==> src/sea_pkg.sv <==
// Constants and carrier types for the segment and effective address generator.
// Assumes the decoder delivers one address request per cycle with register values.
//
// Summary of operation
// - Instruction fetches always use the code segment; overrides never apply.
// - Stack or frame pointer as base defaults to the stack segment; otherwise data.
// - Ordinary data references use the data segment unless overridden.
// - String destinations always use the extra segment; overrides ignored.
// - Push and pop always use the stack segment regardless of overrides.
// - An override prefix replaces the default segment for overridable data references.
// - The stack pointer is never accepted as an index register.
// - Address is base plus index times scale plus displacement; scale needs index.
// - Legacy displacements are 8, 16 or 32 bits; components are signed.
// - In 64-bit mode displacements are 8 or 32 bits only.
// - 64-bit mode uses sixteen registers, read 32 or 64 bits wide.
// - In 64-bit mode code, data, extra and stack bases count as zero.
// - In 64-bit mode the two auxiliary segments keep their bases.
// - Compatibility mode segments exactly like legacy protected mode.
// - In 64-bit mode pointer-relative addressing adds a sign-extended 32-bit displacement to next pointer.
// - In 64-bit mode offsets may be 16, 32 or 64 bits wide; the far pointer path here carries 16 or 32 only.
// - Legacy offsets are 32 or 16 bits with a 16-bit selector.
// - A 48-bit far pointer has offset first, selector in the following word.
// - An explicit selector is 16 bits, from memory or a register.
// - Under 16-bit address size offsets are 16 bits; under 32-bit, 32.
// - 64-bit mode defaults to 64-bit addresses; prefix gives 32; no 16.
package sea_pkg;

  // Segment register codes.
  typedef enum logic [2:0] {
    SEG_CODE  = 3'h0,
    SEG_STACK = 3'h1,
    SEG_DATA  = 3'h2,
    SEG_EXTRA = 3'h3,
    SEG_AUX_A = 3'h4,
    SEG_AUX_B = 3'h5
  } sea_seg_t;

  // Kind of memory reference.
  typedef enum logic [1:0] {
    REF_FETCH   = 2'h0,
    REF_DATA    = 2'h1,
    REF_STACK   = 2'h2,
    REF_STR_DST = 2'h3
  } sea_ref_t;

  // Processor operating mode.
  typedef enum logic [1:0] {
    MODE_LEGACY = 2'h0,
    MODE_COMPAT = 2'h1,
    MODE_LONG64 = 2'h2
  } sea_mode_t;

  // Address and register read widths.
  localparam logic [1:0] ASZ16 = 2'h0;
  localparam logic [1:0] ASZ32 = 2'h1;
  localparam logic [1:0] ASZ64 = 2'h2;

  // Displacement size codes.
  localparam logic [1:0] DISP8 = 2'h0;
  localparam logic [1:0] DISP16 = 2'h1;
  localparam logic [1:0] DISP32 = 2'h2;

  // Register numbers with a special meaning.
  localparam logic [3:0] GPR_STACK_PTR = 4'h4;
  localparam logic [3:0] GPR_FRAME_PTR = 4'h5;

  // Wrap masks for the narrow address sizes.
  localparam logic [63:0] MASK16 = 64'h0000_0000_0000_FFFF;
  localparam logic [63:0] MASK32 = 64'h0000_0000_FFFF_FFFF;

  // One address request from the decoder.
  typedef struct packed {
    sea_ref_t kind;
    sea_mode_t mode;
    logic dflag;
    logic asz_pfx;
    logic ovr_vld;
    sea_seg_t ovr_seg;
    logic base_vld;
    logic [3:0] base_idx;
    logic idx_vld;
    logic [3:0] idx_idx;
    logic [1:0] scale;
    logic [31:0] disp;
    logic [1:0] disp_sz;
    logic nip_rel;
    logic operand_width_ext_bit;
  } sea_req_t;

  // Computed address handed to the memory path.
  typedef struct packed {
    logic [63:0] lin_addr;
    logic [63:0] eff_addr;
    sea_seg_t seg;
    logic [1:0] asz;
    logic long64;
    logic bad_index;
    logic bad_disp;
  } sea_res_t;

  // Far pointer split into offset and selector.
  typedef struct packed {
    logic [31:0] offset;
    logic [15:0] selector;
  } sea_far_t;

endpackage

==> src/sea_gpr_read.sv <==
// Register operand reader: narrows a register value to the read width.
// Assumes the value is already selected from the register file.
`timescale 1ns/1ps
`default_nettype none
module sea_gpr_read (
  // Register value and width code
  input wire logic [63:0] raw,
  input wire logic [1:0] width,
  // Sign-extended operand
  output logic [63:0] val
);

  // Components are signed, so narrow reads sign-extend.
  always_comb begin
    case (width)
      sea_pkg::ASZ16: val = {{48{raw[15]}}, raw[15:0]};
      sea_pkg::ASZ32: val = {{32{raw[31]}}, raw[31:0]};
      default: val = raw;
    endcase
  end

endmodule
`default_nettype wire

==> src/sea_far_ptr.sv <==
// Far pointer splitter: offset and selector from memory or a register.
// Assumes memory data arrives low byte first, already assembled.
`timescale 1ns/1ps
`default_nettype none
module sea_far_ptr (
  // Pointer sources
  input wire logic [47:0] mem_data,
  input wire logic form32,
  input wire logic sel_from_reg,
  input wire logic [15:0] sel_reg_val,
  // Split pointer
  output sea_pkg::sea_far_t far
);

  // The offset occupies the lowest bytes; the selector follows it.
  always_comb begin
    if (form32) begin
      far.offset = mem_data[31:0];
      far.selector = mem_data[47:32];
    end else begin
      far.offset = {16'h0000, mem_data[15:0]};
      far.selector = mem_data[31:16];
    end
    if (sel_from_reg) begin
      far.selector = sel_reg_val;
    end
  end

endmodule
`default_nettype wire

==> src/sea_agen.sv <==
// Segment and effective address generator top level.
// Assumes the decoder supplies register values and prefixes; results follow one cycle later.
`timescale 1ns/1ps
`default_nettype none
module sea_agen (
  // Clock and reset
  input wire logic core_clk,
  input wire logic rstn,
  // Address request
  input wire logic req_valid,
  input wire sea_pkg::sea_req_t req,
  // Architectural state
  input wire logic [15:0][63:0] gpr_file,
  input wire logic [5:0][63:0] seg_base,
  input wire logic [63:0] next_instr_pointer,
  // Far pointer request
  input wire logic fp_valid,
  input wire logic [47:0] fp_mem_data,
  input wire logic fp_form32,
  input wire logic fp_sel_from_reg,
  input wire logic [15:0] fp_sel_reg_val,
  // Address result
  output logic res_valid,
  output sea_pkg::sea_res_t res,
  // Far pointer result
  output logic fp_res_valid,
  output sea_pkg::sea_far_t fp_res
);

  logic long64;
  logic [1:0] asz;
  logic [1:0] rd_width;
  logic base_is_stack;
  logic idx_ok;
  logic [63:0] base_val;
  logic [63:0] idx_val;
  logic [63:0] disp_ext;
  logic [63:0] scaled;
  logic [63:0] raw_sum;
  logic [63:0] next_eff;
  logic [63:0] next_lin;
  logic [63:0] seg_add;
  sea_pkg::sea_seg_t next_seg;
  sea_pkg::sea_far_t far_split;

  // Compatibility mode is handled exactly like legacy mode; only the 64-bit mode differs.
  assign long64 = (req.mode == sea_pkg::MODE_LONG64);

  // Address size: 64 unless shortened by the prefix in 64-bit mode; legacy picks 16 or 32.
  always_comb begin
    if (long64) begin
      asz = req.asz_pfx ? sea_pkg::ASZ32 : sea_pkg::ASZ64;
    end else begin
      asz = (req.dflag ^ req.asz_pfx) ? sea_pkg::ASZ32 : sea_pkg::ASZ16;
    end
  end

  // Register read width follows the extension bit in 64-bit mode, the address size otherwise.
  always_comb begin
    if (long64) begin
      rd_width = req.operand_width_ext_bit ? sea_pkg::ASZ64 : sea_pkg::ASZ32;
    end else begin
      rd_width = asz;
    end
  end

  // Base and index readers share one module so both see identical narrowing.
  sea_gpr_read u_base_rd (
    .raw(gpr_file[req.base_idx]),
    .width(rd_width),
    .val(base_val)
  );

  sea_gpr_read u_idx_rd (
    .raw(gpr_file[req.idx_idx]),
    .width(rd_width),
    .val(idx_val)
  );

  // The stack pointer is refused as an index; its term drops out and the fault is flagged.
  assign idx_ok = req.idx_vld && (req.idx_idx != sea_pkg::GPR_STACK_PTR);

  // Stack-relative bases pick the stack segment by default.
  assign base_is_stack = req.base_vld &&
    ((req.base_idx == sea_pkg::GPR_STACK_PTR) || (req.base_idx == sea_pkg::GPR_FRAME_PTR));

  // Displacement is sign-extended from its encoded width.
  always_comb begin
    case (req.disp_sz)
      sea_pkg::DISP8: disp_ext = {{56{req.disp[7]}}, req.disp[7:0]};
      sea_pkg::DISP16: disp_ext = {{48{req.disp[15]}}, req.disp[15:0]};
      default: disp_ext = {{32{req.disp[31]}}, req.disp};
    endcase
  end

  // Scale is only ever applied to a present index; code 0 means no scaling.
  assign scaled = idx_ok ? (idx_val << req.scale) : 64'h0000_0000_0000_0000;

  // Sum of components, or next pointer plus displacement for pointer-relative forms.
  always_comb begin
    if (long64 && req.nip_rel) begin
      raw_sum = next_instr_pointer + {{32{req.disp[31]}}, req.disp};
    end else begin
      raw_sum = (req.base_vld ? base_val : 64'h0000_0000_0000_0000) + scaled + disp_ext;
    end
  end

  // Truncating to the address size makes the sum wrap instead of spilling upward.
  always_comb begin
    case (asz)
      sea_pkg::ASZ16: next_eff = raw_sum & sea_pkg::MASK16;
      sea_pkg::ASZ32: next_eff = raw_sum & sea_pkg::MASK32;
      default: next_eff = raw_sum;
    endcase
  end

  // Segment choice; fetch, stack and string destination ignore any override.
  always_comb begin
    case (req.kind)
      sea_pkg::REF_FETCH: next_seg = sea_pkg::SEG_CODE;
      sea_pkg::REF_STACK: next_seg = sea_pkg::SEG_STACK;
      sea_pkg::REF_STR_DST: next_seg = sea_pkg::SEG_EXTRA;
      default: begin
        if (req.ovr_vld) begin
          next_seg = req.ovr_seg;
        end else if (base_is_stack) begin
          next_seg = sea_pkg::SEG_STACK;
        end else begin
          next_seg = sea_pkg::SEG_DATA;
        end
      end
    endcase
  end

  // In 64-bit mode only the auxiliary segments still contribute a base.
  always_comb begin
    if (long64 && (next_seg != sea_pkg::SEG_AUX_A) && (next_seg != sea_pkg::SEG_AUX_B)) begin
      seg_add = 64'h0000_0000_0000_0000;
    end else begin
      seg_add = seg_base[next_seg];
    end
  end

  // Legacy linear space is 32 bits, so the segment sum wraps there.
  always_comb begin
    if (long64) begin
      next_lin = next_eff + seg_add;
    end else begin
      next_lin = (next_eff + seg_add) & sea_pkg::MASK32;
    end
  end

  // Far pointer splitting is combinational; the result is captured below.
  sea_far_ptr u_far (
    .mem_data(fp_mem_data),
    .form32(fp_form32),
    .sel_from_reg(fp_sel_from_reg),
    .sel_reg_val(fp_sel_reg_val),
    .far(far_split)
  );

  // Result valid flags: one cycle after the request.
  always_ff @(posedge core_clk or negedge rstn) begin
    if (!rstn) begin
      res_valid <= 1'b0;
      fp_res_valid <= 1'b0;
    end else begin
      res_valid <= req_valid;
      fp_res_valid <= fp_valid;
    end
  end

  // Address result register; holds its value between requests.
  always_ff @(posedge core_clk or negedge rstn) begin
    if (!rstn) begin
      res <= '0;
    end else if (req_valid) begin
      res.lin_addr <= next_lin;
      res.eff_addr <= next_eff;
      res.seg <= next_seg;
      res.asz <= asz;
      res.long64 <= long64;
      res.bad_index <= req.idx_vld && !idx_ok;
      res.bad_disp <= long64 && !req.nip_rel && (req.disp_sz == sea_pkg::DISP16);
    end
  end

  // Far pointer result register.
  always_ff @(posedge core_clk or negedge rstn) begin
    if (!rstn) begin
      fp_res <= '0;
    end else if (fp_valid) begin
      fp_res <= far_split;
    end
  end
endmodule
`default_nettype wire

==> config.mk <==
export PLATFORM = sky130hd
export DESIGN_NAME = sea_agen
export DESIGN_NICKNAME = d
export VERILOG_FILES = /design/src/sea_pkg.sv /design/src/sea_gpr_read.sv /design/src/sea_far_ptr.sv /design/src/sea_agen.sv
export SDC_FILE = /design/constraint.sdc
export NUM_CORES = 2
export LEC_CHECK = 0
export BUFFER_PORTS_ARGS = -buffer_cell sky130_fd_sc_hd__buf_2
export CORE_AREA = 2 2 690 692
export CTS_BUF_LIST = sky130_fd_sc_hd__clkbuf_4
export DETAILED_ROUTE_END_ITERATION = 10
export DIE_AREA = 0 0 692 694
export SLEW_MARGIN = 10
export SYNTH_ARGS = -nofsm -noshare
export SYNTH_HDL_FRONTEND = slang
export SYNTH_HIERARCHICAL = 1
export SYNTH_SLANG_ARGS = --single-unit
==> constraint.sdc <==
create_clock -name core_clk -period 1.55 [get_ports core_clk]
set_clock_uncertainty 0.15 [all_clocks]
set_input_delay 0.2325 -clock core_clk [delete_from_list [all_inputs] [get_ports core_clk]]
set_output_delay 0.2325 -clock core_clk [all_outputs]
set_load 0.005 [all_outputs]
### After elaboration in Yosys (flattened, before gate mapping)

Cells that the tools add are included.

* flip-flop bits (word level): 186
* input bits: 1600
* output and inout port bits: 186

* $add $sub $neg: 4
* order comparisons: 3
* eq/ne operators: 11
* shifts and indexed selects: 1
* multiplexer cells: 25
* bitwise logic cells: 1
* reductions and logical operators: 15

Operator list (count)
* binary-select mux 64 bit (select 4 bit): 2
* two-way mux 64 bit: 8
* one-hot mux 64 bit (2 select lines): 4
* adder 64 bit: 4
* binary-select mux 64 bit (select 3 bit): 1
* left shift 64 x 2 -> 64 bit: 1
* two-way mux 48 bit: 1
* two-way mux 16 bit: 1
* < comparator 4 x 5 -> 1 bit, second input constant: 2
* two-way mux 2 bit: 5
* one-hot mux 3 bit (3 select lines): 1
* == test 4 x 3 -> 1 bit, second input constant: 2
* logical AND 1 bit: 8
* zero test 2 bit: 4
* == test 2 x 1 -> 1 bit, second input constant: 3
* == test 2 bit, second input constant: 3
* inequality test 3 bit, second input constant: 2
* < comparator 3 x 4 -> 1 bit, second input constant: 1
* inequality test 4 x 3 -> 1 bit, second input constant: 1
* two-way mux 3 bit: 1
* zero test 1 bit: 2
* logical OR 1 bit: 1
* two-way mux 1 bit: 1
* bitwise XOR 1 bit: 1

### Depth between registers and ports, before layout

* depth in word-level cells: 14
* gate-level depth with buffers: 43
* gate-level depth less buffers: 37

### Hierarchy

The synthesis kept the hierarchy.

By module, submodules not included
* sea_agen: times used 1, cells an instance 4194, area each 40905.5 um^2
* sea_gpr_read: times used 2, cells an instance 126, area each 797.0 um^2
* sea_far_ptr: times used 1, cells an instance 87, area each 580.6 um^2

### Least setup slack after synthesis

No wires, ideal clock.

* path type: input to register
* start: input req[3] (netlist name)
* end: register res[135] (netlist name)
* setup time: 121 ps
* arrival: 8965 ps
* data required time: 1279 ps
* path slack: -7686 ps
* stages on the path: 27
* buffers on the path: 1
* path through: clkinv_1 o21ai_0 fa_1 inv_1 ha_1 clkbuf_1 a21o_1 a31oi_1 o21ai_1 a221o_1 or3b_1 o21ai_1 nand2b_1 a21oi_1 xor2_1 o22ai_1 ha_1 a21o_1 a21o_1 a21oi_1 nand4b_1 o21ai_4 o31ai_2 a221o_1 a21oi_1 xnor3_1 a22o_1

* word-level cells in the longest chain between the ends: 7
* elaborated cells between the ends (all ways): 8
* those cells by class: add/sub (2); eq/ne (1); mux (4); reduce/logical (1)

Ends and longest elaborated chain
* start, declared: RTL line sea_agen.sv:11 `input wire sea_pkg::sea_req_t req,`
* == test 2 x 1 -> 1 bit or zero test 2 bit (tied branches): RTL line sea_agen.sv:89 `case (req.disp_sz)`
* one-hot mux 64 bit (2 select lines) (*): RTL line sea_agen.sv:89
* adder 64 bit (*): RTL line sea_agen.sv:104 `raw_sum = (req.base_vld ? base_val : 64'h0000_0000_0000_0000) + scaled + disp_ext;`
* two-way mux 64 bit (*): RTL line sea_agen.sv:101 `if (long64 && req.nip_rel) begin`
* one-hot mux 64 bit (2 select lines) (*): RTL line sea_agen.sv:110 `case (asz)`
* net next_eff[48]: RTL line sea_agen.sv:40 `logic [63:0] next_eff;`
* adder 64 bit (*)
* two-way mux 64 bit (*): RTL line sea_agen.sv:146 `if (long64) begin`
* end, declared: RTL line sea_agen.sv:24 `output sea_pkg::sea_res_t res,`

The timed path passes the listed nets; every way through them passes the cells marked *.
A chain may end at the register's enable or synchronous reset.

### Worst setup path in the final report

* start: input req[38] (netlist name)
* end: register res[134] (netlist name)

* word-level cells in the longest chain between the ends: 11
* elaborated cells between the ends (all ways): 13
* those cells by class: add/sub (3); eq/ne (1); shift (1); mux (7); reduce/logical (1)

Ends and longest elaborated chain
* binary-select mux 64 bit (select 4 bit): RTL line sea_agen.sv:75 `.raw(gpr_file[req.idx_idx]),`
* two-way mux 64 bit (not written as such): RTL line sea_agen.sv:75
* one-hot mux 64 bit (2 select lines): RTL line sea_gpr_read.sv:15 `case (width)`
* left shift 64 x 2 -> 64 bit: RTL line sea_agen.sv:97 `assign scaled = idx_ok ? (idx_val << req.scale) : 64'h0000_0000_0000_0000;`
* two-way mux 64 bit (*): RTL line sea_agen.sv:97
* adder 64 bit (*) (2 in a row): RTL line sea_agen.sv:104
* two-way mux 64 bit (*): RTL line sea_agen.sv:101
* one-hot mux 64 bit (2 select lines) (*): RTL line sea_agen.sv:110
* net next_eff[29]: RTL line sea_agen.sv:40
* adder 64 bit (*)
* two-way mux 64 bit (*): RTL line sea_agen.sv:146

The timed path passes the listed nets; every way through them passes the cells marked *. The select of a mux whose other input is x is not followed.

==> impl_metrics.csv <==
group,metric,value,unit
sta,whs,-0.309,ns
drt,drt_first_iter_violations,4400,
sta,hold_violations,6,
sta,final_max_slew_viol_count,0,
outcome,status,"finished, violations left",
global_routing,antenna_found_initial,612,
drt,via_per_inst,3.99,
synthesis,ys_seq_area_share,10.8,%
synthesis,yosys_warnings,6,
power_and_ir_drop,peakVddDrop,0.565,mV
die,core,473000,um2
finish,drive_above_1_share,60.9,%
sta,period_minus_slack,7.65,ns
die,die_h,694,um
clock_tree,cts_tree,"done",
sta,relSlewSlack,37.0,%
synthesis,ys_top_cells_by_area,"mux4_2 (30%), dfrtp_1 (11%), mux2i_1 (8.0%)",
die,pin_count,1786,
critical_path,critPathCaptureType,"flop",
global_routing,grt_pass1_wl,603000,um
synthesis,yosysTopAreaCellShare,29.9,%
clock_tree,cts_buffers,25,
finish,seq_area,4650,um2
clock_tree,cts_root_buf,"clkbuf_4",
drt,dr_wl_met3,45700,um
clock_tree,cts_sinks,186,
drt,wl,489000,um
drt,top_layer,"met5",
global_routing,first_global_vias,55400,
job,drv_cap,0,
die,row_count,253,
clock_tree,hold_buffers,148,
synthesis,synth_area,43100,um2
drt,met1Wirelength,176000,um
finish,multiInputGateArea,39100,um2
synthesis,syn_inst,4533,
clock_tree,clock_latency,0.75,ns
critical_path,timing.critical_path.slowest_cell_delay,0.64,ns
critical_path,path_max_fanout,7,
global_routing,grt_max_degree,73,
global_routing,overflow,0,
outcome,violations,"hold timing, setup timing",
critical_path,critical_path.slowest_cell,"mux4_2",
drt,wl_met2,234000,um
drt,ant_nets,0,
synthesis,synth_common_cells,"mux4_2 (572), nand2_1 (480), mux2i_1 (343)",
finish,layout.nets,9436,
drt,avgRoutedWirePerCell,34.5,um
synthesis,synth_ff_type,"dfrtp_1",
synthesis,synth.distinct_cells,99,
power_and_ir_drop,p_total,69.0,mW
sta,rsz0062_at_grt,"yes",
critical_path,startpoint_type,"input pin",
clock_tree,clkTransAtPathRegs,0.20,ns
synthesis,syn_avg_cell_area,9.50,um2
placed_design,portBuffers,1785,
sta,fmax,131,MHz
synthesis,synth_edf_count,0,
clock_tree,htree_levels,4,
power_and_ir_drop,p_per_area,892,nW/um2
sta,worst_slack,-6.10,ns
critical_path,critPathRequiredTime,2.16,ns
die,die_area,480000,um2
synthesis,ys_ff_latch,186,
drt,drcViolationCount,0,
drt,first_pass_iters,6,
die,initial_core_util,9.10,%
power_and_ir_drop,p_leak,34.2,nW
synthesis,syn-num-nets,6387,
finish,fill_cells,53400,
synthesis,synth_most_common_cell,"mux4_2",
sta,finalCritPeriodShare,493,%
critical_path,cp_common_cell,"buf_6",
finish,area_delta_synth_final,79.6,%
clock_tree,cts_buffer_depth,3,
synthesis,synth_area_leader_cell,"mux4_2",
sta,final-setup-viol-count,340,
synthesis,synth-async-reset-ratio,100,%
critical_path,r2r_slack,0.05,ns
placed_design,dp_hpwl,442000,um
worst_hold_path,hold_class,"input pin to flop",
placed_design,place.gp.congestion,1.12,
sta,worstMarginPinSlew,0.935,ns
placed_design,dp_worst_setup_slack,-8.70,ns
global_routing,grt_usage,19.4,%
die,fp.dieW,692,um
drt,num_vias,56600,
critical_path,worst-setup-path-type,"input pin to flop",
critical_path,crit_arrival,8.26,ns
[area by class of cell]
class | instances | area share, %
clock buffer | 26 | 0.252
timing repair buffer | 3451 | 30.9
multi-input combinational | 3704 | 50.5
tap | 6247 | 10.1
antenna | 349 | 1.13
sequential | 186 | 6.01
inverter | 214 | 1.04
clock inverter | 6 | 0.115
[flip-flops by register name, indices dropped and copies added, names as in the netlist]
register,count
res_valid,1
fp_res_valid,1
res,136
fp_res,48
[cell usage in the layout, fill, tap and decap left out, types with 60 or more instances in the layout]
master and instances:
buf_2 1772, buf_4 1325, mux4_2 572, nand2_1 410
diode_2 349, mux2i_1 331, o21ai_0 246, inv_1 202
a21oi_1 198, dfrtp_1 186, mux2_2 178, dlygate4sd3_1 147
ha_1 144, nor2_1 142, a21o_1 108, buf_12 99
o21ai_1 86, xnor2_1 83, a21oi_2 82, buf_6 80
fa_1 63, nand2_2 60
[cell families after synthesis]
family	share of synthesized area (%)
muxes	42.7
DFF	10.8
AOI/OAI and AO/OA	18.1
and+or+nand+nor	10.2
adders and majority gates	8.53
buffers and inverters	6.26
xor gates and xnor gates	3.47
[worst paths after layout]
check / from / to / depth (start not counted)
setup / recovery: req[38] / res[134] / 41
hold / removal: next_instr_pointer[0] / res[8] / 4
setup reg to reg: fp_res[26] / fp_res[26] / 2
hold reg to reg: res[76] / res[76] / 1
max in group asynchronous: rstn / res[116] / 5
min in group asynchronous: rstn / fp_res[28] / 4
[routing by layer]
layer,global-route usage [%],up-vias
met5,0,-
met4,9.64,316
met3,7.26,1231
met2,33.5,3291
met1,20.8,27700
li1,-,24000
[report_power, final]
group	internal (mW)	total [mW]	switching (mW)
registers	6.03	6.71	0.675
logic	28.9	58.8	29.9
clock network	1.16	3.51	2.35
[critical path, delay by kind of cell]
family	cells	cell delay [ns]
fa+ha+maj	3	1.18
simple gates	9	1.63
xor+xnor	2	0.27
compound gates	15	2.65
mux	2	0.81
buf+inv	10	1.38
[what timing repair did]
item / CTS / global route
pin swaps: 164 / 171
hold endpoints to repair: 372 / 8
gates resized for setup: 439 / 273
setup buffers: 96 / 37
cloned: 13 / 1
setup endpoints to repair: 316 / 333
[through the flow]
step | utilization, % | setup TNS, ns | hold WS, ns | instance area, um2 | instances
6_report | 16.4 | -578.98 | -0.309 | 77400 | 14200
5_1_grt | 16.3 | -613.71 | -0.367 | 77200 | 14100
4_1_cts | 15.9 | -586.72 | -0.440 | 75000 | 13800
3_5_place_dp | 14.8 | -763.94 | 0.0472 | 70000 | 13500
3_3_place_gp | 14.8 | -773.31 | 0.0451 | 70000 | 13500
2_1_floorplan | - | -515.29 | -0.213 | 43800 | 4533
No activity file was read; power rests on OpenSTA's default activity.
